<file path="config.mk">
export PLATFORM = sky130hd
export DESIGN_NAME = usb_endpoint_mode_count_regs
export DESIGN_NICKNAME = d
export VERILOG_FILES = /design/src/inc/ep_regs_pkg.sv /design/src/inc/engine_if.sv /design/src/hw/mode_responder.sv /design/src/hw/usb_endpoint_mode_count_regs.sv
export SDC_FILE = /design/constraint.sdc
export NUM_CORES = 1
export LEC_CHECK = 0
export ABC_CLOCK_PERIOD_IN_PS = 5800
export BUFFER_PORTS_ARGS = -buffer_cell sky130_fd_sc_hd__buf_2
export CORE_ASPECT_RATIO = 0.75
export CORE_MARGIN = 2
export CORE_UTILIZATION = 45
export CTS_CLUSTER_SIZE = 28
export DETAILED_ROUTE_END_ITERATION = 8
export PLACE_DENSITY_LB_ADDON = 0.3
export SYNTH_ARGS = -nofsm -noshare
export SYNTH_HDL_FRONTEND = slang
export SYNTH_SLANG_ARGS = --single-unit
export TNS_END_PERCENT = 50
</file>
<file path="constraint.sdc">
create_clock -name sys_clk -period 5.8 [get_ports sys_clk]
set_clock_uncertainty 0.15 [all_clocks]
set_input_delay 0.87 -clock sys_clk [delete_from_list [all_inputs] [get_ports sys_clk]]
set_output_delay 0.87 -clock sys_clk [all_outputs]
set_load 0.01 [all_outputs]
</file>
<file path="src/inc/ep_regs_pkg.sv">
`default_nettype none
package ep_regs_pkg;
    // Register offsets on the CPU I/O space
    localparam logic [7:0] OFS_CTRL_A_COUNTER = 8'h11;
    localparam logic [7:0] OFS_CTRL_A_MODE = 8'h12;
    localparam logic [7:0] OFS_A_FIRST_COUNTER = 8'h13;
    localparam logic [7:0] OFS_A_FIRST_MODE = 8'h14;
    localparam logic [7:0] OFS_A_SECOND_COUNTER = 8'h15;
    localparam logic [7:0] OFS_A_SECOND_MODE = 8'h16;
    localparam logic [7:0] OFS_CTRL_B_COUNTER = 8'h41;
    localparam logic [7:0] OFS_CTRL_B_MODE = 8'h42;
    localparam logic [7:0] OFS_B_FIRST_COUNTER = 8'h43;
    localparam logic [7:0] OFS_B_FIRST_MODE = 8'h44;
    // Reset value of every mode and counter register
    localparam logic [7:0] REG_RESET = 8'h00;
    // Field positions
    localparam int SETUP_BIT = 7;
    localparam int STALL_BIT = 7;
    localparam int IN_BIT = 6;
    localparam int OUT_BIT = 5;
    localparam int ACK_BIT = 4;
    localparam int TOGGLE_BIT = 7;
    localparam int VALID_BIT = 6;
    localparam int CRC_BYTES = 2;
    localparam int NUM_EP = 5;
    // Endpoint index: 0 ctrl A, 1 A first, 2 A second, 3 ctrl B / ep3, 4 B first
    localparam logic [2:0] EP_CTRL_A = 3'h0;
    localparam logic [2:0] EP_CTRL_B = 3'h3;
    typedef enum logic [1:0] {
        TOK_SETUP = 2'b00,
        TOK_IN = 2'b01,
        TOK_OUT = 2'b10
    } token_t;
    typedef enum logic [3:0] {
        MODE_DISABLE = 4'b0000,
        MODE_NAK_IN_OUT = 4'b0001,
        MODE_STATUS_OUT = 4'b0010,
        MODE_STALL_IN_OUT = 4'b0011,
        MODE_IGNORE_IN_OUT = 4'b0100,
        MODE_ISO_OUT = 4'b0101,
        MODE_STATUS_IN = 4'b0110,
        MODE_ISO_IN = 4'b0111,
        MODE_NAK_OUT = 4'b1000,
        MODE_ACK_OUT = 4'b1001,
        MODE_NAK_OUT_ST_IN = 4'b1010,
        MODE_ACK_OUT_ST_IN = 4'b1011,
        MODE_NAK_IN = 4'b1100,
        MODE_ACK_IN = 4'b1101,
        MODE_NAK_IN_ST_OUT = 4'b1110,
        MODE_ACK_IN_ST_OUT = 4'b1111
    } mode_t;
    typedef enum logic [2:0] {
        HS_NONE = 3'b000,
        HS_ACK = 3'b001,
        HS_NAK = 3'b010,
        HS_STALL = 3'b011,
        HS_DATA = 3'b100
    } handshake_t;
endpackage
`default_nettype wire

</file>
<file path="src/inc/engine_if.sv">
`timescale 1ns/10ps
`default_nettype none
// Serial engine transaction events towards the register file
interface engine_if;
    logic tok_valid;
    logic [2:0] tok_ep;
    logic [1:0] tok_kind;
    logic data_start;
    logic done;
    logic acked;
    logic crc_ok;
    logic rx_toggle;
    logic [5:0] rx_bytes;
    modport src (output tok_valid, tok_ep, tok_kind, data_start, done, acked, crc_ok,
        rx_toggle, rx_bytes);
    modport dst (input tok_valid, tok_ep, tok_kind, data_start, done, acked, crc_ok,
        rx_toggle, rx_bytes);
endinterface
`default_nettype wire

</file>
<file path="src/hw/mode_responder.sv">
`timescale 1ns/10ps
`default_nettype none
// Handshake the engine gives for a token in a given mode
module mode_responder
    import ep_regs_pkg::*;
(
    input wire logic [3:0] mode,
    input wire logic stall,
    input wire logic [1:0] kind,
    output logic [2:0] answer
);
    always_comb begin
        answer = HS_NONE;
        case (mode)
            MODE_DISABLE: answer = HS_NONE;
            MODE_NAK_IN_OUT: answer = (kind == TOK_SETUP) ? HS_ACK : HS_NAK;
            MODE_STATUS_OUT: answer = (kind == TOK_SETUP) ? HS_ACK :
                (kind == TOK_IN) ? HS_STALL : HS_ACK;
            MODE_STALL_IN_OUT: answer = (kind == TOK_SETUP) ? HS_ACK : HS_STALL;
            MODE_IGNORE_IN_OUT: answer = (kind == TOK_SETUP) ? HS_ACK : HS_NONE;
            MODE_ISO_OUT: answer = (kind == TOK_OUT) ? HS_ACK : HS_NONE;
            MODE_STATUS_IN: answer = (kind == TOK_SETUP) ? HS_ACK :
                (kind == TOK_IN) ? HS_DATA : HS_STALL;
            MODE_ISO_IN: answer = (kind == TOK_IN) ? HS_DATA : HS_NONE;
            MODE_NAK_OUT: answer = (kind == TOK_OUT) ? HS_NAK : HS_NONE;
            MODE_ACK_OUT: answer = (kind == TOK_OUT) ? HS_ACK :
                (kind == TOK_IN && stall) ? HS_STALL : HS_NONE;
            MODE_NAK_OUT_ST_IN: answer = (kind == TOK_SETUP) ? HS_ACK :
                (kind == TOK_IN) ? HS_DATA : HS_NAK;
            MODE_ACK_OUT_ST_IN: answer = (kind == TOK_IN) ? HS_DATA : HS_ACK;
            MODE_NAK_IN: answer = (kind == TOK_IN) ? HS_NAK : HS_NONE;
            MODE_ACK_IN: answer = (kind == TOK_IN) ? (stall ? HS_STALL : HS_DATA) :
                (kind == TOK_OUT && stall) ? HS_STALL : HS_NONE;
            MODE_NAK_IN_ST_OUT: answer = (kind == TOK_IN) ? HS_NAK : HS_ACK;
            MODE_ACK_IN_ST_OUT: answer = (kind == TOK_IN) ? HS_DATA : HS_ACK;
            default: answer = HS_NONE;
        endcase
    end
endmodule
`default_nettype wire

</file>
<file path="src/hw/usb_endpoint_mode_count_regs.sv">
// Behaviour
// - Mode registers clear to zero on reset
// - Config 00/10 gives both control layouts
// - Engine sets ACK bit on acked transaction
// - Engine sets OUT flag; firmware clears it
// - Engine sets IN flag; firmware clears it
// - Any CPU write to the control mode register clears SETUP flag, except while the flag is forced high
// - SETUP flag forced high data to ACK
// - Engine update locks control bits six..zero
// - CPU read releases control mode lock
// - Only control endpoint mode and counter registers lock
// - SETUP flag blocks control FIFO writes
// - Low four bits select token response
// - Stall bit stalls opposite direction, and IN as well in ACK IN mode
// - Hardware count is bytes plus two
// - Data valid follows CRC; interrupt regardless
// - Toggle bit copies received data toggle
// - Control counter locks until read
// - Five-endpoint config makes B0 endpoint 3
// - ACK moves ACK mode to NAK mode
// - Mode 0000 ignores all traffic
`timescale 1ns/10ps
`default_nettype none
module usb_endpoint_mode_count_regs
(
    // Clock and reset
    input wire logic sys_clk,
    input wire logic rst_b,
    // CPU I/O port
    input wire logic [7:0] io_addr,
    input wire logic io_read_op,
    input wire logic io_write_op,
    input wire logic [7:0] io_wdata,
    output logic [7:0] io_rdata,
    // Endpoint configuration bits from status and control register
    input wire logic [1:0] ep_config,
    // Serial engine transaction events
    input wire logic tok_valid,
    input wire logic [2:0] tok_ep,
    input wire ep_regs_pkg::token_t tok_kind,
    input wire logic data_start,
    input wire logic done,
    input wire logic acked,
    input wire logic crc_ok,
    input wire logic rx_toggle,
    input wire logic [5:0] rx_bytes,
    // Handshake decision for the current token
    output ep_regs_pkg::handshake_t answer,
    // Endpoint FIFO write path from CPU
    input wire logic fifo_wr_req,
    input wire logic [2:0] fifo_wr_ep,
    output logic fifo_wr_allow,
    // Endpoint interrupt flags
    output logic [4:0] ep_irq
);
    import ep_regs_pkg::*;

    ////////////////////////////////////////////////////////////////////////////
    // Reset release
    logic rst_meta;
    logic rst_sync;
    always_ff @(posedge sys_clk or negedge rst_b) begin
        if (!rst_b) begin
            rst_meta <= 1'b0;
            rst_sync <= 1'b0;
        end else begin
            rst_meta <= 1'b1;
            rst_sync <= rst_meta;
        end
    end

    ////////////////////////////////////////////////////////////////////////////
    // Engine events through the carrier
    engine_if eng ();
    assign eng.tok_valid = tok_valid;
    assign eng.tok_ep = tok_ep;
    assign eng.tok_kind = tok_kind;
    assign eng.data_start = data_start;
    assign eng.done = done;
    assign eng.acked = acked;
    assign eng.crc_ok = crc_ok;
    assign eng.rx_toggle = rx_toggle;
    assign eng.rx_bytes = rx_bytes;

    logic [7:0] mode_reg [NUM_EP];
    logic [7:0] count_reg [NUM_EP];
    logic [NUM_EP-1:0] mode_lock;
    logic [NUM_EP-1:0] count_lock;
    logic [NUM_EP-1:0] setup_force;
    logic [2:0] cur_ep;
    token_t cur_kind;
    logic five_ep;
    assign five_ep = ep_config[0];

    // Control layout applies at A0 always and at B0 only in two-address mode
    function automatic logic is_ctrl(input int idx, input logic five);
        return (idx == int'(EP_CTRL_A)) || (idx == int'(EP_CTRL_B) && !five);
    endfunction

    // ACK modes fall back to their NAK partner
    function automatic logic [3:0] after_ack(input logic [3:0] m);
        if (m == MODE_ACK_OUT || m == MODE_ACK_OUT_ST_IN || m == MODE_ACK_IN ||
                m == MODE_ACK_IN_ST_OUT) begin
            return {m[3:1], 1'b0};
        end
        return m;
    endfunction

    ////////////////////////////////////////////////////////////////////////////
    // Latch the token in flight
    always_ff @(posedge sys_clk or negedge rst_sync) begin
        if (!rst_sync) begin
            cur_ep <= 3'h0;
            cur_kind <= TOK_SETUP;
        end else if (eng.tok_valid) begin
            cur_ep <= eng.tok_ep;
            cur_kind <= token_t'(eng.tok_kind);
        end
    end

    ////////////////////////////////////////////////////////////////////////////
    // Token response
    logic [7:0] resp_mode;
    assign resp_mode = mode_reg[eng.tok_ep < 3'(NUM_EP) ? eng.tok_ep : 3'h0];
    logic [2:0] raw_answer;
    mode_responder u_resp (
        .mode(resp_mode[3:0]),
        .stall(resp_mode[STALL_BIT] && !is_ctrl(int'(eng.tok_ep), five_ep)),
        .kind(eng.tok_kind),
        .answer(raw_answer)
    );
    assign answer = handshake_t'(raw_answer);

    ////////////////////////////////////////////////////////////////////////////
    // Per-endpoint registers
    genvar g;
    generate
        for (g = 0; g < NUM_EP; g++) begin : g_ep
            localparam logic [7:0] MODE_OFS = (g == 0) ? OFS_CTRL_A_MODE :
                (g == 1) ? OFS_A_FIRST_MODE : (g == 2) ? OFS_A_SECOND_MODE :
                (g == 3) ? OFS_CTRL_B_MODE : OFS_B_FIRST_MODE;
            localparam logic [7:0] CNT_OFS = (g == 0) ? OFS_CTRL_A_COUNTER :
                (g == 1) ? OFS_A_FIRST_COUNTER : (g == 2) ? OFS_A_SECOND_COUNTER :
                (g == 3) ? OFS_CTRL_B_COUNTER : OFS_B_FIRST_COUNTER;
            logic ctrl;
            logic upd;
            logic wr_m;
            logic wr_c;
            logic rd_m;
            logic rd_c;
            assign ctrl = is_ctrl(g, five_ep);
            assign upd = eng.done && cur_ep == 3'(g);
            assign wr_m = io_write_op && io_addr == MODE_OFS;
            assign wr_c = io_write_op && io_addr == CNT_OFS;
            assign rd_m = io_read_op && io_addr == MODE_OFS;
            assign rd_c = io_read_op && io_addr == CNT_OFS;

            // Forced SETUP window from data start to handshake
            always_ff @(posedge sys_clk or negedge rst_sync) begin
                if (!rst_sync) begin
                    setup_force[g] <= 1'b0;
                end else if (ctrl && eng.data_start && cur_ep == 3'(g) &&
                        cur_kind == TOK_SETUP) begin
                    setup_force[g] <= 1'b1;
                end else if (upd) begin
                    setup_force[g] <= 1'b0;
                end
            end

            // Mode lock: set on update, released by read
            always_ff @(posedge sys_clk or negedge rst_sync) begin
                if (!rst_sync) begin
                    mode_lock[g] <= 1'b0;
                end else if (upd && ctrl) begin
                    mode_lock[g] <= 1'b1;
                end else if (rd_m || !ctrl) begin
                    mode_lock[g] <= 1'b0;
                end
            end

            // Counter lock on SETUP or OUT update of control endpoint
            always_ff @(posedge sys_clk or negedge rst_sync) begin
                if (!rst_sync) begin
                    count_lock[g] <= 1'b0;
                end else if (upd && ctrl && cur_kind != TOK_IN) begin
                    count_lock[g] <= 1'b1;
                end else if (rd_c || !ctrl) begin
                    count_lock[g] <= 1'b0;
                end
            end

            // Mode register
            always_ff @(posedge sys_clk or negedge rst_sync) begin
                if (!rst_sync) begin
                    mode_reg[g] <= REG_RESET;
                end else begin
                    if (wr_m && !(ctrl && mode_lock[g])) begin
                        mode_reg[g][6:0] <= io_wdata[6:0];
                    end
                    if (wr_m && !ctrl) begin
                        mode_reg[g][STALL_BIT] <= io_wdata[STALL_BIT];
                    end else if (wr_m && ctrl) begin
                        mode_reg[g][SETUP_BIT] <= 1'b0;
                    end
                    if (ctrl && eng.tok_valid && eng.tok_ep == 3'(g) &&
                            resp_mode[3:0] != 4'h0) begin
                        if (eng.tok_kind == TOK_OUT) mode_reg[g][OUT_BIT] <= 1'b1;
                        if (eng.tok_kind == TOK_IN) mode_reg[g][IN_BIT] <= 1'b1;
                    end
                    if (ctrl && setup_force[g]) begin
                        mode_reg[g][SETUP_BIT] <= 1'b1;
                    end
                    if (upd && eng.acked) begin
                        mode_reg[g][ACK_BIT] <= 1'b1;
                        mode_reg[g][3:0] <= after_ack(mode_reg[g][3:0]);
                    end
                end
            end

            // Counter register
            always_ff @(posedge sys_clk or negedge rst_sync) begin
                if (!rst_sync) begin
                    count_reg[g] <= REG_RESET;
                end else if (upd && cur_kind != TOK_IN) begin
                    count_reg[g][TOGGLE_BIT] <= eng.rx_toggle;
                    count_reg[g][VALID_BIT] <= eng.crc_ok;
                    count_reg[g][5:0] <= eng.rx_bytes + 6'(CRC_BYTES);
                end else if (wr_c && !(ctrl && count_lock[g])) begin
                    count_reg[g] <= io_wdata;
                end
            end

            // Endpoint interrupt on every completed transaction
            always_ff @(posedge sys_clk or negedge rst_sync) begin
                if (!rst_sync) begin
                    ep_irq[g] <= 1'b0;
                end else begin
                    ep_irq[g] <= upd;
                end
            end
        end
    endgenerate

    ////////////////////////////////////////////////////////////////////////////
    // CPU read data
    always_ff @(posedge sys_clk or negedge rst_sync) begin
        if (!rst_sync) begin
            io_rdata <= 8'h00;
        end else begin
            case (io_addr)
                OFS_CTRL_A_MODE: io_rdata <= mode_reg[0];
                OFS_A_FIRST_MODE: io_rdata <= mode_reg[1];
                OFS_A_SECOND_MODE: io_rdata <= mode_reg[2];
                OFS_CTRL_B_MODE: io_rdata <= mode_reg[3];
                OFS_B_FIRST_MODE: io_rdata <= mode_reg[4];
                OFS_CTRL_A_COUNTER: io_rdata <= count_reg[0];
                OFS_A_FIRST_COUNTER: io_rdata <= count_reg[1];
                OFS_A_SECOND_COUNTER: io_rdata <= count_reg[2];
                OFS_CTRL_B_COUNTER: io_rdata <= count_reg[3];
                OFS_B_FIRST_COUNTER: io_rdata <= count_reg[4];
                default: io_rdata <= 8'h00;
            endcase
        end
    end

    ////////////////////////////////////////////////////////////////////////////
    // FIFO write guard
    always_comb begin
        fifo_wr_allow = fifo_wr_req;
        if (fifo_wr_ep == EP_CTRL_A && mode_reg[0][SETUP_BIT]) begin
            fifo_wr_allow = 1'b0;
        end
        if (fifo_wr_ep == EP_CTRL_B && !five_ep && mode_reg[3][SETUP_BIT]) begin
            fifo_wr_allow = 1'b0;
        end
    end
endmodule
`default_nettype wire

</file>
* Yosys cells after proc, flatten, opt, wreduce, memory -nomap -nowiden *
Index checks and enable logic that the tools add are counted.

cells by class
  $add $sub $neg = 1
  magnitude comparators = 2
  multiplexer cells = 91
  reduce and logical (&&, ||, !) cells = 118
  bitwise logic cells = 1
  equal/unequal tests = 65

operators by type and width
  operator             count
  $eq 4x4->1 const B   28
  $mux 8               12
  $pmux 8 s10          1
  $logic_and 1x1->1    57
  $eq 8x5->1 const B   6
  $pmux 3 s15          1
  $mux 1               44
  $mux 5               8
  $reduce_bool 2->1    17
  $mux 3               11
  $eq 8x7->1 const B   4
  $bmux 8 s3           1
  $mux 2               10
  $logic_or 1x1->1     18
  $eq 4x3->1 const B   4
  $reduce_and 3->1     5
  $mux 7               2
  $eq 3x2->1 const B   4
  $logic_not 3->1      4
  $ne 2x1->1 const B   6
  $ne 2x2->1 const B   5
  $reduce_and 2->1     5
  $eq 4x2->1 const B   2
  $add 6x2->6 const B  1
  15 further kinds     22

storage, ports and cells
  output and inout port bits = 17
  input bits = 43
  flip-flop bits (word level) = 106

* Logic depth before layout (Yosys ltp) *
  depth in word-level cells = 11
  depth in mapped cells = 9
  gate-level depth less buffers = 7

* Hierarchy *
A second synthesis with hierarchy kept.

second synthesis, totals
  cells, all modules = 610
  area, all modules = 5,915.7 sq um

modules (own cells, without submodules)
  module                        area each (sq um)  cells each  times used  seq. area each (sq um)
  usb_endpoint_mode_count_regs  5,685.5            573         1           2,652.5
  mode_responder                230.2              37          1           0.0

* Least setup slack after synthesis *
No wires, ideal clock.

  path kind = input to output
  start = input port tok_ep[1]
  end = output port answer[0]
  stages = 8
  slack = 2.342 ns
  arrival = 2.438 ns
  cells stage by stage = buf_4 nor2b_1 a22o_1 o32ai_1 a21oi_1 a21oi_1 nor3_1 a2111o_1

on the way
  word-level cells in the longest chain between the ends = 11
  elaborated cells on any way between the ends = 37
  those cells by class = 1 x order compare; 16 x eq/ne; 10 x mux; 1 x bitwise; 9 x reduce/logical

RTL lines
  element                               RTL line                                    RTL
  start, declared                       usb_endpoint_mode_count_regs.sv:39          input wire logic [2:0] tok_ep,
  $lt 3x3->1                            usb_endpoint_mode_count_regs.sv:124         assign resp_mode = mode_reg[eng.tok_ep < 3'(NUM_EP) ? eng.tok_ep : 3'h0];
  $mux 3                                usb_endpoint_mode_count_regs.sv:124
  $not 3->4                             usb_endpoint_mode_count_regs.sv:124
  $bmux 8 s3                            usb_endpoint_mode_count_regs.sv:124
  $mux 8 (2 in a row)                   usb_endpoint_mode_count_regs.sv:124
  $logic_and 1x1->1                     usb_endpoint_mode_count_regs.sv:128         .stall(resp_mode[STALL_BIT] && !is_ctrl(int'(eng.tok_ep), five_ep)),
  $logic_and 1x1->1 (on tied branches)  mode_responder.sv:33, mode_responder.sv:27
  $mux 2 (on tied branches)             mode_responder.sv:33, mode_responder.sv:27
  $mux 3 (on tied branches)             mode_responder.sv:32, mode_responder.sv:26
  $pmux 3 s15 *                         mode_responder.sv:14                        case (mode)
  end, declared                         usb_endpoint_mode_count_regs.sv:48          output ep_regs_pkg::handshake_t answer,

Every way passes the cells marked *; elsewhere a longest branch is shown, timed or not. The select of a mux whose other input is x is not followed.

* Final worst setup path *
Same ends and word-level chain as after synthesis.

==> flow_metrics.tcl <==
set metrics [dict create \
    post_drt_wl_per_cell_microns 20.9 \
    cts_buffers 9 \
    std_cell_rows 35 \
    vdd.ir_drop.worst_mv 0.172 \
    seq_area_sq_um 2660 \
    wl_microns 16500 \
    synth_edf_count 0 \
    setup_viol 0 \
    period_needed_ns 4.38 \
    cap_violations 0 \
    final_cell_count_no_fill 788 \
    drc 0 \
    hpwl_microns 11500 \
    synth_area_leader_cell "dfrtp_1" \
    cts.sinks 106 \
    grt_max_degree 68 \
    tns_ns 0 \
    drive_gt1_share_pct 22.8 \
    worstPathRequired_ns 4.78 \
    finalInstanceArea_sq_um 6510 \
    cts_htree_levels 3 \
    ioPinCount 60 \
    dr.pass1.iters 6 \
    num_vias 4897 \
    fin_util_pct 52.3 \
    post-cts-setup-buffers 0 \
    ys_ff_latch 106 \
    cts_resized 0 \
    p_per_area_nw_per_um2 300 \
    min_path_type "input pin to async pin" \
    max_freq_ghz 0.228 \
    cts_tree "done" \
    multi_input_area_sq_um 2950 \
    synth_top_flop_cell "dfrtp_1" \
    pre_cts_ws_ns 1.47 \
    synth_cell_types 69 \
    critPathMaxFanout 18 \
    cp.arrival_ns 3.36 \
    initial_utilization_pct 46.8 \
    path_clk_slew_ns 0.07 \
    total_power_mw 1.95 \
    timing.final.ws_setup_ns 1.42 \
    grt_pass1_vias 4855 \
    synth_top_area_share_pct 45.6 \
    slew_viol_final 0 \
    rsz0062_at_grt "no" \
    grt_usage_pct 24.6 \
    first_iter_violations 605 \
    yosysWarnings 0 \
    tightestPinTransition_ns 1.02 \
    r2r_start "cur_ep[2]" \
    relSlewSlack_pct 32.1 \
    dpl-instance-area_sq_um 6190 \
    syn_area_sq_um 5820 \
    synth_nets 627 \
    synthArstFlopShare_pct 100 \
    syn_to_final_growth_pct 11.8 \
    ys_seq_area_share_pct 45.6 \
    clock-root-buffer "clkbuf_16" \
    fill_cells 1127 \
    vias_per_cell 6.21 \
    syn_inst 583 \
    grt_pass1_wl_microns 26000 \
    grt-ovfl-total 0 \
    die_w_microns 135 \
    n_antenna_cell 0 \
    finalWeightedCongestion 0.890 \
    die_h_microns 102 \
    crit_path_start_kind "input pin" \
    power.leakage_nw 3.00 \
    status "completed" \
    dp_cells 772 \
    whs_ns 0.142 \
    synthTopCellsByArea "dfrtp_1, mux2_2, mux2i_1" \
    avgSynthCellArea_sq_um 9.98 \
    portBuffers 58 \
    crit_type "input pin to output port" \
    fin_crit_sh_pct 75.5 \
    nNetsFinal 661 \
    ant_nets 0 \
    antenna_found_initial 0 \
    die_area_sq_um 13900 \
    core_area_sq_um 12400 \
    clk_latency_ns 0.35 \
    cts_buffer_depth 2 \
    end_kind "output port" \
    holdBufCountCts 0 \
    finalHoldViolCount 0 \
    crit_start "tok_ep[1]" \
]
cells in the mapped netlist (4+ instances only):
master	instances
a21oi_1	41
a222oi_1	11
a22o_1	5
a22oi_1	16
buf_1	8
buf_2	10
buf_4	5
clkbuf_1	18
dfrtp_1	106
inv_1	11
mux2_2	38
mux2i_1	37
nand2_1	58
nand2b_1	11
nand3_1	31
nand3b_1	7
nand4_1	4
nor2_1	41
nor2b_1	7
nor3_1	5
nor3b_1	6
o211ai_1	4
o21ai_0	32
xnor2_1	4
critical path, cell delays in order:
cell and delay (ns):
buf_2 0.27, nor2b_1 0.41, a22oi_1 0.13, a22oi_1 0.76, mux2_2 0.42, nor4_1 0.22, a2111o_1 0.15, buf_2 0.12
power by group:
| part | leakage [nW] | total (mW) | internal (mW) | switching, mW |
|---|---|---|---|---|
| registers | 1.32 | 0.972 | 0.882 | 0.0903 |
| clock network | 0.157 | 0.663 | 0.392 | 0.271 |
| logic | 1.52 | 0.319 | 0.147 | 0.172 |
cell usage in the layout (no fill, tap or decap), types with 5 or more instances in the layout:
master     count
nand2b_1      11
inv_1         11
a22o_1         5
buf_2         58
nand3b_1       7
nor3b_1        6
a22oi_1       16
nand3_1       31
mux2_2        38
a222oi_1      11
buf_4          6
nor2b_1        7
o21ai_0       32
nor2_1        41
a21oi_1       41
nor3_1         5
mux2i_1       37
nand2_1       58
clkbuf_16      9
dfrtp_1      105
metal layers:
layer / up-vias / track usage, % / part of all wire [%]
met5: - / 0 / 0
met4: 0 / 7.37 / 1.5
met3: 42 / 6.15 / 8.5
met2: 227 / 39.2 / 46
met1: 2423 / 33.7 / 44
li1: 2205 / - / -
layout make-up:
cell class,instances,area share (%)
Clock buffer,12,3.79
Clock inverter,4,1.13
Inverter,11,0.635
Multi-Input combinational cell,425,45.3
Sequential cell,106,40.8
Tap cell,166,3.19
Timing Repair Buffer,64,5.15
path summary, 6_finish.rpt:
kind	depth (start not counted)	slack (ns)	endpoint
min in group sys_clk	0	0.22	rst_sync
worst max-delay path	8	1.42	answer[0]
worst min-delay path	1	0.14	rst_sync
worst max register to register	6	3.02	count_reg[8]
max in group asynchronous	1	4.12	cur_kind[1]
worst min register to register	0	0.15	io_rdata[0]
cell families (layout without fill, tap and decap cells):
kind of cell	after synthesis	in the layout	share of synthesized area (%)
compound gates	143	143	16.4
xor+xnor	5	5	0.753
fa+ha+maj	1	1	0.215
buf+inv	52	91	3.89
flops	106	106	45.6
mux	78	78	14.8
other cells	1	1	0.0645
simple gates	197	197	18.3
Note: power is estimated with default switching activity, not from simulation.
